$ cat config.mk
export PLATFORM = sky130hd
export DESIGN_NAME = watchdog_interval_timer
export DESIGN_NICKNAME = d
export VERILOG_FILES = /design/src/core/wdt_pkg.sv /design/src/core/watchdog_interval_timer.sv /design/src/core/wdt_tick_gen.sv
export VERILOG_INCLUDE_DIRS = /design/src /design/src/core
export SDC_FILE = /design/constraint.sdc
export NUM_CORES = 1
export LEC_CHECK = 0
export BUFFER_PORTS_ARGS = -buffer_cell sky130_fd_sc_hd__buf_4
export CAP_MARGIN = 20
export CORE_ASPECT_RATIO = 2
export CORE_MARGIN = 4
export CORE_UTILIZATION = 50
export DETAILED_ROUTE_END_ITERATION = 10
export GPL_ROUTABILITY_DRIVEN = 0
export PLACE_DENSITY = 0.77
export SKIP_CTS_REPAIR_TIMING = 1
export SLEW_MARGIN = 30
export SYNTH_ARGS = -nofsm -noshare
export SYNTH_HDL_FRONTEND = slang
export SYNTH_SLANG_ARGS = --single-unit
$ cat constraint.sdc
create_clock -name sys_clk_i -period 2.8 [get_ports sys_clk_i]
set_input_delay 0.84 -clock sys_clk_i [delete_from_list [all_inputs] [get_ports sys_clk_i]]
set_output_delay 0.84 -clock sys_clk_i [all_outputs]
set_load 0.02 [all_outputs]
$ cat src/core/wdt_map.svh
`ifndef WDT_MAP_SVH
`define WDT_MAP_SVH
// Register byte addresses, compared in full by the decoder
`define WDT_CTRL_ADDR 32'h01D30000
`define WDT_RELOAD_ADDR 32'h01D30004
`define WDT_COUNT_ADDR 32'h01D30008
`define WDT_IRQ_STATUS_ADDR 32'h01D3000C
`define WDT_IRQ_ENABLE_ADDR 32'h01D30010
`define WDT_IRQ_CLEAR_ADDR 32'h01D30014
// Control field positions
`define WDT_PRESC_MSB 15
`define WDT_PRESC_LSB 8
`define WDT_EN_BIT 5
`define WDT_DIV_MSB 4
`define WDT_DIV_LSB 3
`define WDT_INT_EN_BIT 2
`define WDT_RST_EN_BIT 0
// Reset values
`define WDT_CTRL_RST 16'h8021
`define WDT_RELOAD_RST 16'h8000
`define WDT_COUNT_RST 16'h8000
// Reset pulse length in master-clock cycles
`define WDT_RST_PULSE_CYC 8'h80
// Status bit positions
`define WDT_ST_TIMEOUT_BIT 0
`define WDT_ST_RESET_BIT 1
`endif

$ cat src/core/wdt_pkg.sv
package wdt_pkg;
    // Second-stage division select codes
    typedef enum logic [1:0] {
        DIV_16 = 2'b00,
        DIV_32 = 2'b01,
        DIV_64 = 2'b10,
        DIV_128 = 2'b11
    } div_sel_e;
    // Bus address and data types
    typedef logic [31:0] addr_t;
    typedef logic [31:0] data_t;
endpackage : wdt_pkg

$ cat src/core/watchdog_interval_timer.sv
// The address-and-strobe port was chosen for this implementation.
`timescale 1ns/1ps
`default_nettype none
`include "wdt_map.svh"
module watchdog_interval_timer
    import wdt_pkg::*;
(
    input wire logic sys_clk_i,
    input wire logic arst_n_i,
    input wire wdt_pkg::addr_t addr_i,
    input wire wdt_pkg::data_t wdata_i,
    input wire logic wr_i,
    input wire logic rd_i,
    input wire logic debug_acknowledge_i,
    output wdt_pkg::data_t rdata_o,
    output logic sys_reset_o,
    output logic irq_o
);
    import wdt_pkg::*;

    // Limitations worth knowing before use:
    // The counter runs straight out of reset with the long default setting,
    // so software that wants a short interval must stop, load and restart.
    // A written count of zero parks the counter; no time-out follows.
    // Status bits record events only; the level interrupt also needs the
    // matching enable bit, so a masked event is still visible to polling.
    // Reserved control bits are stored as written and have no effect.

    logic [15:0] ctrl_ff; // watchdog_control
    logic [15:0] reload_ff; // watchdog_reload_value
    logic [15:0] count_ff; // watchdog_current_count
    logic [1:0] irq_status_ff; // Sticky events
    logic [1:0] irq_enable_ff; // Event mask
    logic [7:0] rst_cnt_ff; // Remaining reset cycles
    logic rst_active_ff; // Reset pulse running
    data_t rdata_ff; // Read data register

    // Address decode
    wire sel_ctrl = (addr_i == `WDT_CTRL_ADDR);
    wire sel_reload = (addr_i == `WDT_RELOAD_ADDR);
    wire sel_count = (addr_i == `WDT_COUNT_ADDR);
    wire sel_status = (addr_i == `WDT_IRQ_STATUS_ADDR);
    wire sel_enable = (addr_i == `WDT_IRQ_ENABLE_ADDR);
    wire sel_clear = (addr_i == `WDT_IRQ_CLEAR_ADDR);

    // Control fields
    wire run = ctrl_ff[`WDT_EN_BIT];
    wire int_en = ctrl_ff[`WDT_INT_EN_BIT];
    wire rst_en = ctrl_ff[`WDT_RST_EN_BIT];
    wire [7:0] presc = ctrl_ff[`WDT_PRESC_MSB:`WDT_PRESC_LSB];
    wire div_sel_e div_sel = div_sel_e'(ctrl_ff[`WDT_DIV_MSB:`WDT_DIV_LSB]);

    wire tick; // One counting step
    // Time-out: a tick seen while count already sits at zero would re-fire, so
    // the event is the tick taken at a count of one, which loads the reload value
    wire at_one = (count_ff == 16'h0001);
    wire timeout = tick && at_one;
    // Reset fires only when enabled and the core is not being debugged
    wire fire_rst = timeout && rst_en && !debug_acknowledge_i;
    wire ev_timeout = timeout && int_en;
    wire [1:0] events = {fire_rst, ev_timeout};
    wire [1:0] clr_mask = (wr_i && sel_clear) ? wdata_i[1:0] : 2'b00;

    wdt_tick_gen u_tick (
        .sys_clk_i(sys_clk_i),
        .arst_n_i(arst_n_i),
        .run_i(run),
        .presc_i(presc),
        .div_i(div_sel),
        .tick_o(tick)
    );

    // Control register; reserved bits stored as written
    always_ff @(posedge sys_clk_i or negedge arst_n_i) begin
        if (!arst_n_i) begin
            ctrl_ff <= `WDT_CTRL_RST;
        end else if (wr_i && sel_ctrl) begin
            ctrl_ff <= wdata_i[15:0];
        end
    end

    // Reload register
    always_ff @(posedge sys_clk_i or negedge arst_n_i) begin
        if (!arst_n_i) begin
            reload_ff <= `WDT_RELOAD_RST;
        end else if (wr_i && sel_reload) begin
            reload_ff <= wdata_i[15:0];
        end
    end

    // Counter: software write wins over a tick in the same cycle
    always_ff @(posedge sys_clk_i or negedge arst_n_i) begin
        if (!arst_n_i) begin
            count_ff <= `WDT_COUNT_RST;
        end else if (wr_i && sel_count) begin
            count_ff <= wdata_i[15:0];
        end else if (timeout) begin
            count_ff <= reload_ff;
        end else if (tick && count_ff != 16'h0000) begin
            count_ff <= count_ff - 16'h0001;
        end
    end

    // Sticky status: a new event beats a clear in the same cycle
    always_ff @(posedge sys_clk_i or negedge arst_n_i) begin
        if (!arst_n_i) begin
            irq_status_ff <= 2'b00;
        end else begin
            irq_status_ff <= (irq_status_ff & ~clr_mask) | events;
        end
    end

    // Interrupt enable
    always_ff @(posedge sys_clk_i or negedge arst_n_i) begin
        if (!arst_n_i) begin
            irq_enable_ff <= 2'b00;
        end else if (wr_i && sel_enable) begin
            irq_enable_ff <= wdata_i[1:0];
        end
    end

    // Reset pulse timer; a new time-out during a pulse restarts it
    always_ff @(posedge sys_clk_i or negedge arst_n_i) begin
        if (!arst_n_i) begin
            rst_cnt_ff <= 8'h00;
            rst_active_ff <= 1'b0;
        end else if (fire_rst) begin
            rst_cnt_ff <= `WDT_RST_PULSE_CYC - 8'h01;
            rst_active_ff <= 1'b1;
        end else if (rst_active_ff) begin
            rst_cnt_ff <= rst_cnt_ff - 8'h01;
            rst_active_ff <= (rst_cnt_ff != 8'h00);
        end
    end

    // Read mux
    wire [15:0] status_rd = {14'h0000, irq_status_ff};
    wire [15:0] enable_rd = {14'h0000, irq_enable_ff};
    wire [15:0] rd_mux = sel_ctrl ? ctrl_ff :
                         sel_reload ? reload_ff :
                         sel_count ? count_ff :
                         sel_status ? status_rd :
                         sel_enable ? enable_rd : 16'h0000;

    // Read data valid the cycle after the strobe only; unmapped reads zero
    always_ff @(posedge sys_clk_i or negedge arst_n_i) begin
        if (!arst_n_i) begin
            rdata_ff <= 32'h00000000;
        end else if (rd_i) begin
            rdata_ff <= {16'h0000, rd_mux};
        end else begin
            rdata_ff <= 32'h00000000;
        end
    end

    assign rdata_o = rdata_ff;
    assign sys_reset_o = rst_active_ff;
    assign irq_o = |(irq_status_ff & irq_enable_ff);

    logic [7:0] hi_cnt_ff; // Helper: cycles reset has been high
    always_ff @(posedge sys_clk_i or negedge arst_n_i) begin
        if (!arst_n_i) begin
            hi_cnt_ff <= 8'h00;
        end else begin
            hi_cnt_ff <= sys_reset_o ? hi_cnt_ff + 8'h01 : 8'h00;
        end
    end
endmodule : watchdog_interval_timer
`default_nettype wire

$ cat src/core/wdt_tick_gen.sv
`timescale 1ns/1ps
`default_nettype none
`include "wdt_map.svh"
// Two-stage tick divider: prescaler then power-of-two divider
module wdt_tick_gen
    import wdt_pkg::*;
(
    input wire logic sys_clk_i,
    input wire logic arst_n_i,
    input wire logic run_i,
    input wire logic [7:0] presc_i,
    input wire wdt_pkg::div_sel_e div_i,
    output logic tick_o
);
    import wdt_pkg::*;

    logic [7:0] presc_cnt_ff; // Prescaler phase
    logic [6:0] div_cnt_ff; // Second stage phase
    wire presc_wrap; // Prescaler period done
    wire [6:0] div_last; // Terminal count of second stage

    // Terminal count of the divider for a select code
    function automatic logic [6:0] div_term(input div_sel_e sel);
        unique case (sel)
            DIV_16: div_term = 7'h0F;
            DIV_32: div_term = 7'h1F;
            DIV_64: div_term = 7'h3F;
            DIV_128: div_term = 7'h7F;
        endcase
    endfunction : div_term

    assign presc_wrap = (presc_cnt_ff >= presc_i);
    assign div_last = div_term(div_i);
    // Comparison with >= so that a lowered setting never strands the count
    assign tick_o = run_i && presc_wrap && (div_cnt_ff >= div_last);

    // Prescaler: one wrap every presc+1 master clocks
    always_ff @(posedge sys_clk_i or negedge arst_n_i) begin
        if (!arst_n_i) begin
            presc_cnt_ff <= 8'h00;
        end else if (!run_i || presc_wrap) begin
            presc_cnt_ff <= 8'h00;
        end else begin
            presc_cnt_ff <= presc_cnt_ff + 8'h01;
        end
    end

    // Divider: advances once per prescaler wrap
    always_ff @(posedge sys_clk_i or negedge arst_n_i) begin
        if (!arst_n_i) begin
            div_cnt_ff <= 7'h00;
        end else if (!run_i || tick_o) begin
            div_cnt_ff <= 7'h00;
        end else if (presc_wrap) begin
            div_cnt_ff <= div_cnt_ff + 7'h01;
        end
    end
endmodule : wdt_tick_gen
`default_nettype wire

==> results.yml, run 1 <==
worst_setup_path:
  path_depth: 8
  crit_path_max_incr_delay_ns: 0.80
  arrival_ns: 2.82
  cp-startpoint: "ctrl_ff[15]"
  r2r-end: "u_tick.div_cnt_ff[5]"
  critPathRequiredTime_ns: 3.01
  crit_slowest_cell: "o211ai_1"
  critPathBufInv: 1
  critPathCapture: "u_tick.div_cnt_ff[5]"
  r2r_slack_ns: 0.19
  r2r_cells: 8
  start_kind: "register"
  crit_type: "reg2reg"
  crit_family: "compound AO/OA/AOI/OAI gates"
  worstPathCellList: "inv_1, ha_1, and2_1, o2111ai_1, o211ai_1, nand4_1, xor2_1, nor2_1"
  reg2reg_from: "ctrl_ff[15]"
  crit_fanout: 12
  critPathCaptureType: "register"
die:
  core_area_um2: 9827
  die_w_um: 79.22
  die_h_um: 150.4
  start_util_pct: 51.62
  rows: 51
  die-area_um2: 11920
  io_pins: 103
clocking:
  cts_tree: "built"
  cts_htree_levels: 3
  cts.sinks: 92
  clk_latency_ns: 0.35
  clk_transition_reported_paths_ns: 0.07
  cts-buffers-inserted: 9
  clockBufferDepth: 2
  cts_root_buf: "clkbuf_16"
global_route:
  grt_usage_pct: 21.88
  antenna_found_initial: 0
  grt_max_degree: 50
  grt.overflow.total: 0
  grt_pass1_wl_um: 20250
  grt_pass1_vias: 4204
final_layout:
  fill_cells: 803
  post-route-util_pct: 63.17
  register_area_um2: 2308
  nNetsFinal: 687
  area_growth_syn_to_layout_pct: 22.37
  multi_input_area_um2: 2562
  layout_common_cells: "buf_4, dfrtp_1, nand2_1"
  diodes: 0
  drive_gt1_share_pct: 26.90
  mostFrequentLayoutCell: "buf_4"
sta:
  setup_tns_ns: 0
  maxSlewViolCount: 0
  setup_viol: 0
  rsz0062_at_grt: "false"
  fin_crit_sh_pct: 93.14
  max_slew_margin_pct: 37.86
  finalHoldViolCount: 0
  fmax_mhz: 383.4
  worst_pin_slew_ns: 0.9280
  finalClockSkew_ns: 0.009557
  fin_crit_ns: 2.608
logic_synthesis:
  synth_edf_count: 0
  yosysUniqueCellTypes: 61
  syn_area_um2: 5072
  seq_area_frac_synth_pct: 45.51
  synthFlopType: "dfrtp_1"
  async_flop_share_pct: 100.0
  yosysWarnings: 0
  synth-seq-cells: 92
  synthCells: 515
  syn_avg_cell_area_um2: 9.849
place:
  dp_hpwl_um: 9092
  io_buffers: 70
routing:
  vias: 4121
  ant_nets: 0
  drt_pre_antenna_iters: 5
  wl_per_cell_um: 16.75
  viasPerCell: 5.584
  drt_iter0_markers: 298
  routed_wl_um: 12360
  drc: 0
flow_run:
  cap_violations: 0
pwr:
  powerDensity_nw_per_um2: 444.9
  total_leakage_power_nw: 2.853
  vdd_drop_max_uv: 380.8
run_status:
  status: "finished, final reports clean"
min_path:
  hp-class: "in2async"
through the flow:
stage,cell area (µm²),power (mW),worst slack [ns],hold WS (ns),cells
finish,6207,2.762,0.1920,0.3680,738
global route,6207,2.849,0.02137,0.3785,738
CTS,6203,2.777,0.03125,0.3726,738
detailed placement,5883,1.496,-0.1691,0.4907,722
global placement,5883,1.493,-0.1722,0.4700,722
floorplan,5142,1.408,0.004905,0.4588,530
synth_stat cells, types with 3 or more instances:
| master | instances | area share, % |
|---|---|---|
| nor4b_1 | 3 | 0.52 |
| nor2_1 | 51 | 3.8 |
| buf_2 | 5 | 0.49 |
| or4_1 | 3 | 0.44 |
| mux2i_1 | 15 | 3.0 |
| a21oi_1 | 34 | 3.4 |
| nand2_1 | 56 | 4.1 |
| and2_1 | 3 | 0.37 |
| dfstp_2 | 5 | 2.6 |
| o21ai_1 | 4 | 0.39 |
| nor3_1 | 8 | 0.79 |
| xnor2_1 | 14 | 2.4 |
| o21ai_0 | 34 | 3.4 |
| dfrtp_1 | 87 | 43 |
| xor2_1 | 15 | 2.6 |
| ha_1 | 17 | 4.2 |
| and3_1 | 5 | 0.62 |
| inv_1 | 16 | 1.2 |
| buf_4 | 18 | 2.7 |
| nand4_1 | 8 | 0.99 |
| mux2_2 | 29 | 6.4 |
| nand3_1 | 10 | 0.99 |
| a22o_1 | 4 | 0.69 |
| clkbuf_1 | 12 | 0.89 |
| nor4_1 | 11 | 1.4 |
logic make-up after synthesis:
family | count (synthesis) | share of synthesized area [%]
DFF | 92 | 45.51
xor gates and xnor gates | 29 | 5.008
other | 1 | 0.07393
buffers and inverters | 53 | 5.673
and+or+nand+nor | 182 | 18.60
AOI/OAI and AO/OA | 94 | 10.73
adders and majority gates | 17 | 4.193
muxes | 47 | 10.21
sequential cells by signal, indices dropped and copies added (netlist names):
name / count
count_ff: 16
ctrl_ff: 16
irq_enable_ff: 2
irq_status_ff: 2
rdata_o: 16
reload_ff: 16
rst_cnt_ff: 8
sys_reset_o: 1
u_tick.div_cnt_ff: 7
u_tick.presc_cnt_ff: 8
layer usage:
layer	wire (µm)	global-route usage (%)	part of all wire (%)
met1	4421	23.89	36
met2	6863	40.71	56
met3	721	3.473	5.8
met4	355	9.725	2.9
met5	0	0	0
report_power, final:
group / switching [mW] / internal [mW] / total, mW / leakage [nW]
sequential: 0.0000000117 / 1.33 / 1.33 / 1.13
combinational: 0.0821 / 0.0595 / 0.142 / 1.57
clock: 0.538 / 0.753 / 1.29 / 0.158
final cells by class:
class | instances | area share, %
Clock inverter | 5 | 1.088
Multi-Input combinational cell | 385 | 41.28
Tap cell | 132 | 2.661
Clock buffer | 11 | 4.072
Timing Repair Buffer | 97 | 12.74
Inverter | 16 | 0.9675
Sequential cell | 92 | 37.19
how the worst min path moves through the flow:
stage                     from       endpoint  slack [ns]  depth (start not counted)
global route          arst_n_i     rdata_o[2]        0.38                          1
detailed placement  ctrl_ff[6]     ctrl_ff[6]        0.49                          1
CTS                   arst_n_i  rst_cnt_ff[7]        0.37                          1
floorplan           ctrl_ff[6]     ctrl_ff[6]        0.46                          1
finish                arst_n_i  rst_cnt_ff[7]        0.37                          1
global placement    ctrl_ff[6]     ctrl_ff[6]        0.47                          1
worst register-to-register path, cell delays in order (launching register included):
cell and delay (ns):
dfstp_2 0.53, inv_1 0.05, ha_1 0.29, and2_1 0.15
o2111ai_1 0.18, o211ai_1 0.80, nand4_1 0.22, xor2_1 0.20
nor2_1 0.06
Note: power is estimated with default switching activity, not from simulation.
==> inputs of run 2 (changes only) <==
--- a/config.mk
+++ b/config.mk
@@ -6,11 +6,12 @@
 export SDC_FILE = /design/constraint.sdc
 export NUM_CORES = 1
 export LEC_CHECK = 0
+export ABC_AREA = 1
 export BUFFER_PORTS_ARGS = -buffer_cell sky130_fd_sc_hd__buf_4
 export CAP_MARGIN = 20
 export CORE_ASPECT_RATIO = 2
 export CORE_MARGIN = 4
-export CORE_UTILIZATION = 50
+export CORE_UTILIZATION = 51
 export DETAILED_ROUTE_END_ITERATION = 10
 export GPL_ROUTABILITY_DRIVEN = 0
 export PLACE_DENSITY = 0.77
==> results.yml, run 2 <==
logic_synthesis:
  syn_area_um2: 5580
  synthCells: 754
  ys_top_cells_by_count: "nand2_1, inv_1, dfrtp_1"
  synthFlopType: "dfrtp_1"
  yosysWarnings: 0
  synth-seq-cells: 92
  seq_area_frac_synth_pct: 41.37
  netlist.area_leader.share_pct: 39.01
  async_flop_share_pct: 100.0
  yosys.area.top_type: "dfrtp_1"
  syn_avg_cell_area_um2: 7.401
  synth_edf_count: 0
  synth.most_common_cell: "nand2_1"
  yosysUniqueCellTypes: 37
  synthTopCellsByArea: "dfrtp_1, nand2_1, inv_1"
global_route:
  gr-usage-met1_pct: 24.04
  antenna_found_initial: 0
  grt.overflow.total: 0
  grt_pass1_vias: 5235
  grt_usage_pct: 25.10
  grt_most_used_layer: "met2"
  grt_pass1_wl_um: 24340
  use_met2_pct: 43.11
  grt_max_degree: 40
  met3_usage_pct: 4.509
worst_setup_path:
  crit_slowest_cell: "dfstp_2"
  critPathRequiredTime_ns: 3.04
  crit_path_max_incr_delay_ns: 0.54
  crit_type: "reg2reg"
  crit_fanout: 12
  start_kind: "register"
  critPathMostFrequentCell: "nand2_1"
  critPathCaptureType: "register"
  arrival_ns: 2.72
  worstPathCellList: "inv_1, ha_1, nand2_1, nor2_1, nand4_1, nand3_2, nand3_4, buf_4, nand3_1, nand2_1, inv_1, nand2_1"
run_status:
  status: "finished, final reports clean"
sta:
  finalClockSkew_ns: 0.008416
  setup_viol: 0
  maxSlewViolCount: 0
  fin_crit_sh_pct: 88.63
  fmax_mhz: 403.0
  setup_tns_ns: 0
  max_slew_margin_pct: 54.46
  worst_pin_slew_ns: 0.6815
  finalHoldViolCount: 0
  fin_crit_ns: 2.482
  rsz0062_at_grt: "false"
die:
  die-area_um2: 12780
  die_h_um: 155.9
  io_pins: 103
  start_util_pct: 52.59
  die_w_um: 81.97
  rows: 53
  core_area_um2: 10610
place:
  dpl-instance-area_um2: 6210
  io_buffers: 70
  dp_hpwl_um: 11570
  dp.cells: 951
pwr:
  total_leakage_power_nw: 3.330
  powerDensity_nw_per_um2: 411.9
  vdd_drop_max_uv: 307.3
routing:
  vias: 5149
  wl_per_cell_um: 15.64
  drt_iter0_markers: 389
  drc: 0
  ant_nets: 0
  routed_wl_um: 15120
  drt_pre_antenna_iters: 5
  viasPerCell: 5.325
final_layout:
  mostFrequentLayoutCell: "nand2_1"
  drive_gt1_share_pct: 15.54
  final_cells: 967
  nNetsFinal: 911
  diodes: 0
  layout_common_cells: "nand2_1, inv_1, dfrtp_1"
  area_growth_syn_to_layout_pct: 16.57
  final_area_um2: 6505
clocking:
  clockBufferDepth: 2
  cts_tree: "built"
  cts_htree_levels: 3
  cts_root_buf: "clkbuf_16"
  cts-buffers-inserted: 9
  cts.sinks: 92
  clk_transition_reported_paths_ns: 0.07
  clk_latency_ns: 0.35
min_path:
  hp-class: "in2async"
flow_run:
  cap_violations: 0
-- run 2: cell count changes in the layout (fill, tap and decap cells not counted), moves of 15 or more --
cell and change:
nand2_1 +155, inv_1 +94, nand3_1 +39, o21ai_0 +34, mux2_2 -29, nand4_1 +17, mux2i_1 -15
-- run 2: area by class of cell --
cell class | instances | area, µm²
timing repair buffer | 84 | 630.6
sequential | 92 | 2308
clock buffer | 10 | 239.0
clock inverter | 6 | 56.30
fill | 990 | 4105
tap | 137 | 171.4
multi-input combinational | 525 | 2675
inverter | 113 | 424.2
-- run 2: cell families after synthesis --
kind of cell / count (synthesis) / share of synthesized area [%]
AOI/OAI and AO/OA: 101 / 9.417
DFF: 92 / 41.37
other: 1 / 0.06720
adders and majority gates: 17 / 3.812
buffers and inverters: 152 / 11.70
xor gates and xnor gates: 21 / 3.296
and+or+nand+nor: 370 / 30.34
-- run 2: critical path: cells and delay by family, from the launching register on --
kind	cells	cell delay [ns]
flip-flops	1	0.54
adder cells (fa/ha/maj)	1	0.30
buffers and inverters	3	0.35
AND/OR/NAND/NOR	8	1.19
-- run 2: final timing paths --
| check | from | end | slack (ns) | cells after the start |
|---|---|---|---|---|
| max | ctrl_ff[15] | count_ff[14] | 0.32 | 12 |
| min | arst_n_i | count_ff[6] | 0.44 | 1 |
| max reg2reg | ctrl_ff[15] | count_ff[14] | 0.32 | 12 |
| min reg2reg | reload_ff[1] | reload_ff[1] | 0.49 | 2 |
| max in group asynchronous | arst_n_i | ctrl_ff[0] | 1.62 | 2 |
| min in group sys_clk_i | reload_ff[1] | reload_ff[1] | 0.49 | 2 |
-- run 2: layer usage --
metal	wire, µm	up-vias
li1	-	2503
met2	7791	188
met5	0	-
met3	793	75
met4	1457	0
met1	5082	2383
-- run 2: per-stage QoR --
step                util (%)  worst slack [ns]  hold slack [ns]  power, mW
floorplan                  -            0.6302           0.4479      1.418
global placement       58.53            0.2080           0.4674      1.501
detailed placement     58.53            0.1516           0.4748      1.504
CTS                    61.31            0.3858           0.4601      2.693
global route           61.31            0.1951           0.4795      2.769
finish                 61.31            0.3184           0.4374      2.679
-- run 2: report_power, final --
part	leakage (nW)	total, mW	internal [mW]	switching [mW]
logic	1.95	0.151	0.0579	0.0932
clock network	0.143	1.20	0.645	0.554
registers	1.24	1.33	1.33	0.00000000601
total	3.33	2.68	2.03	0.648
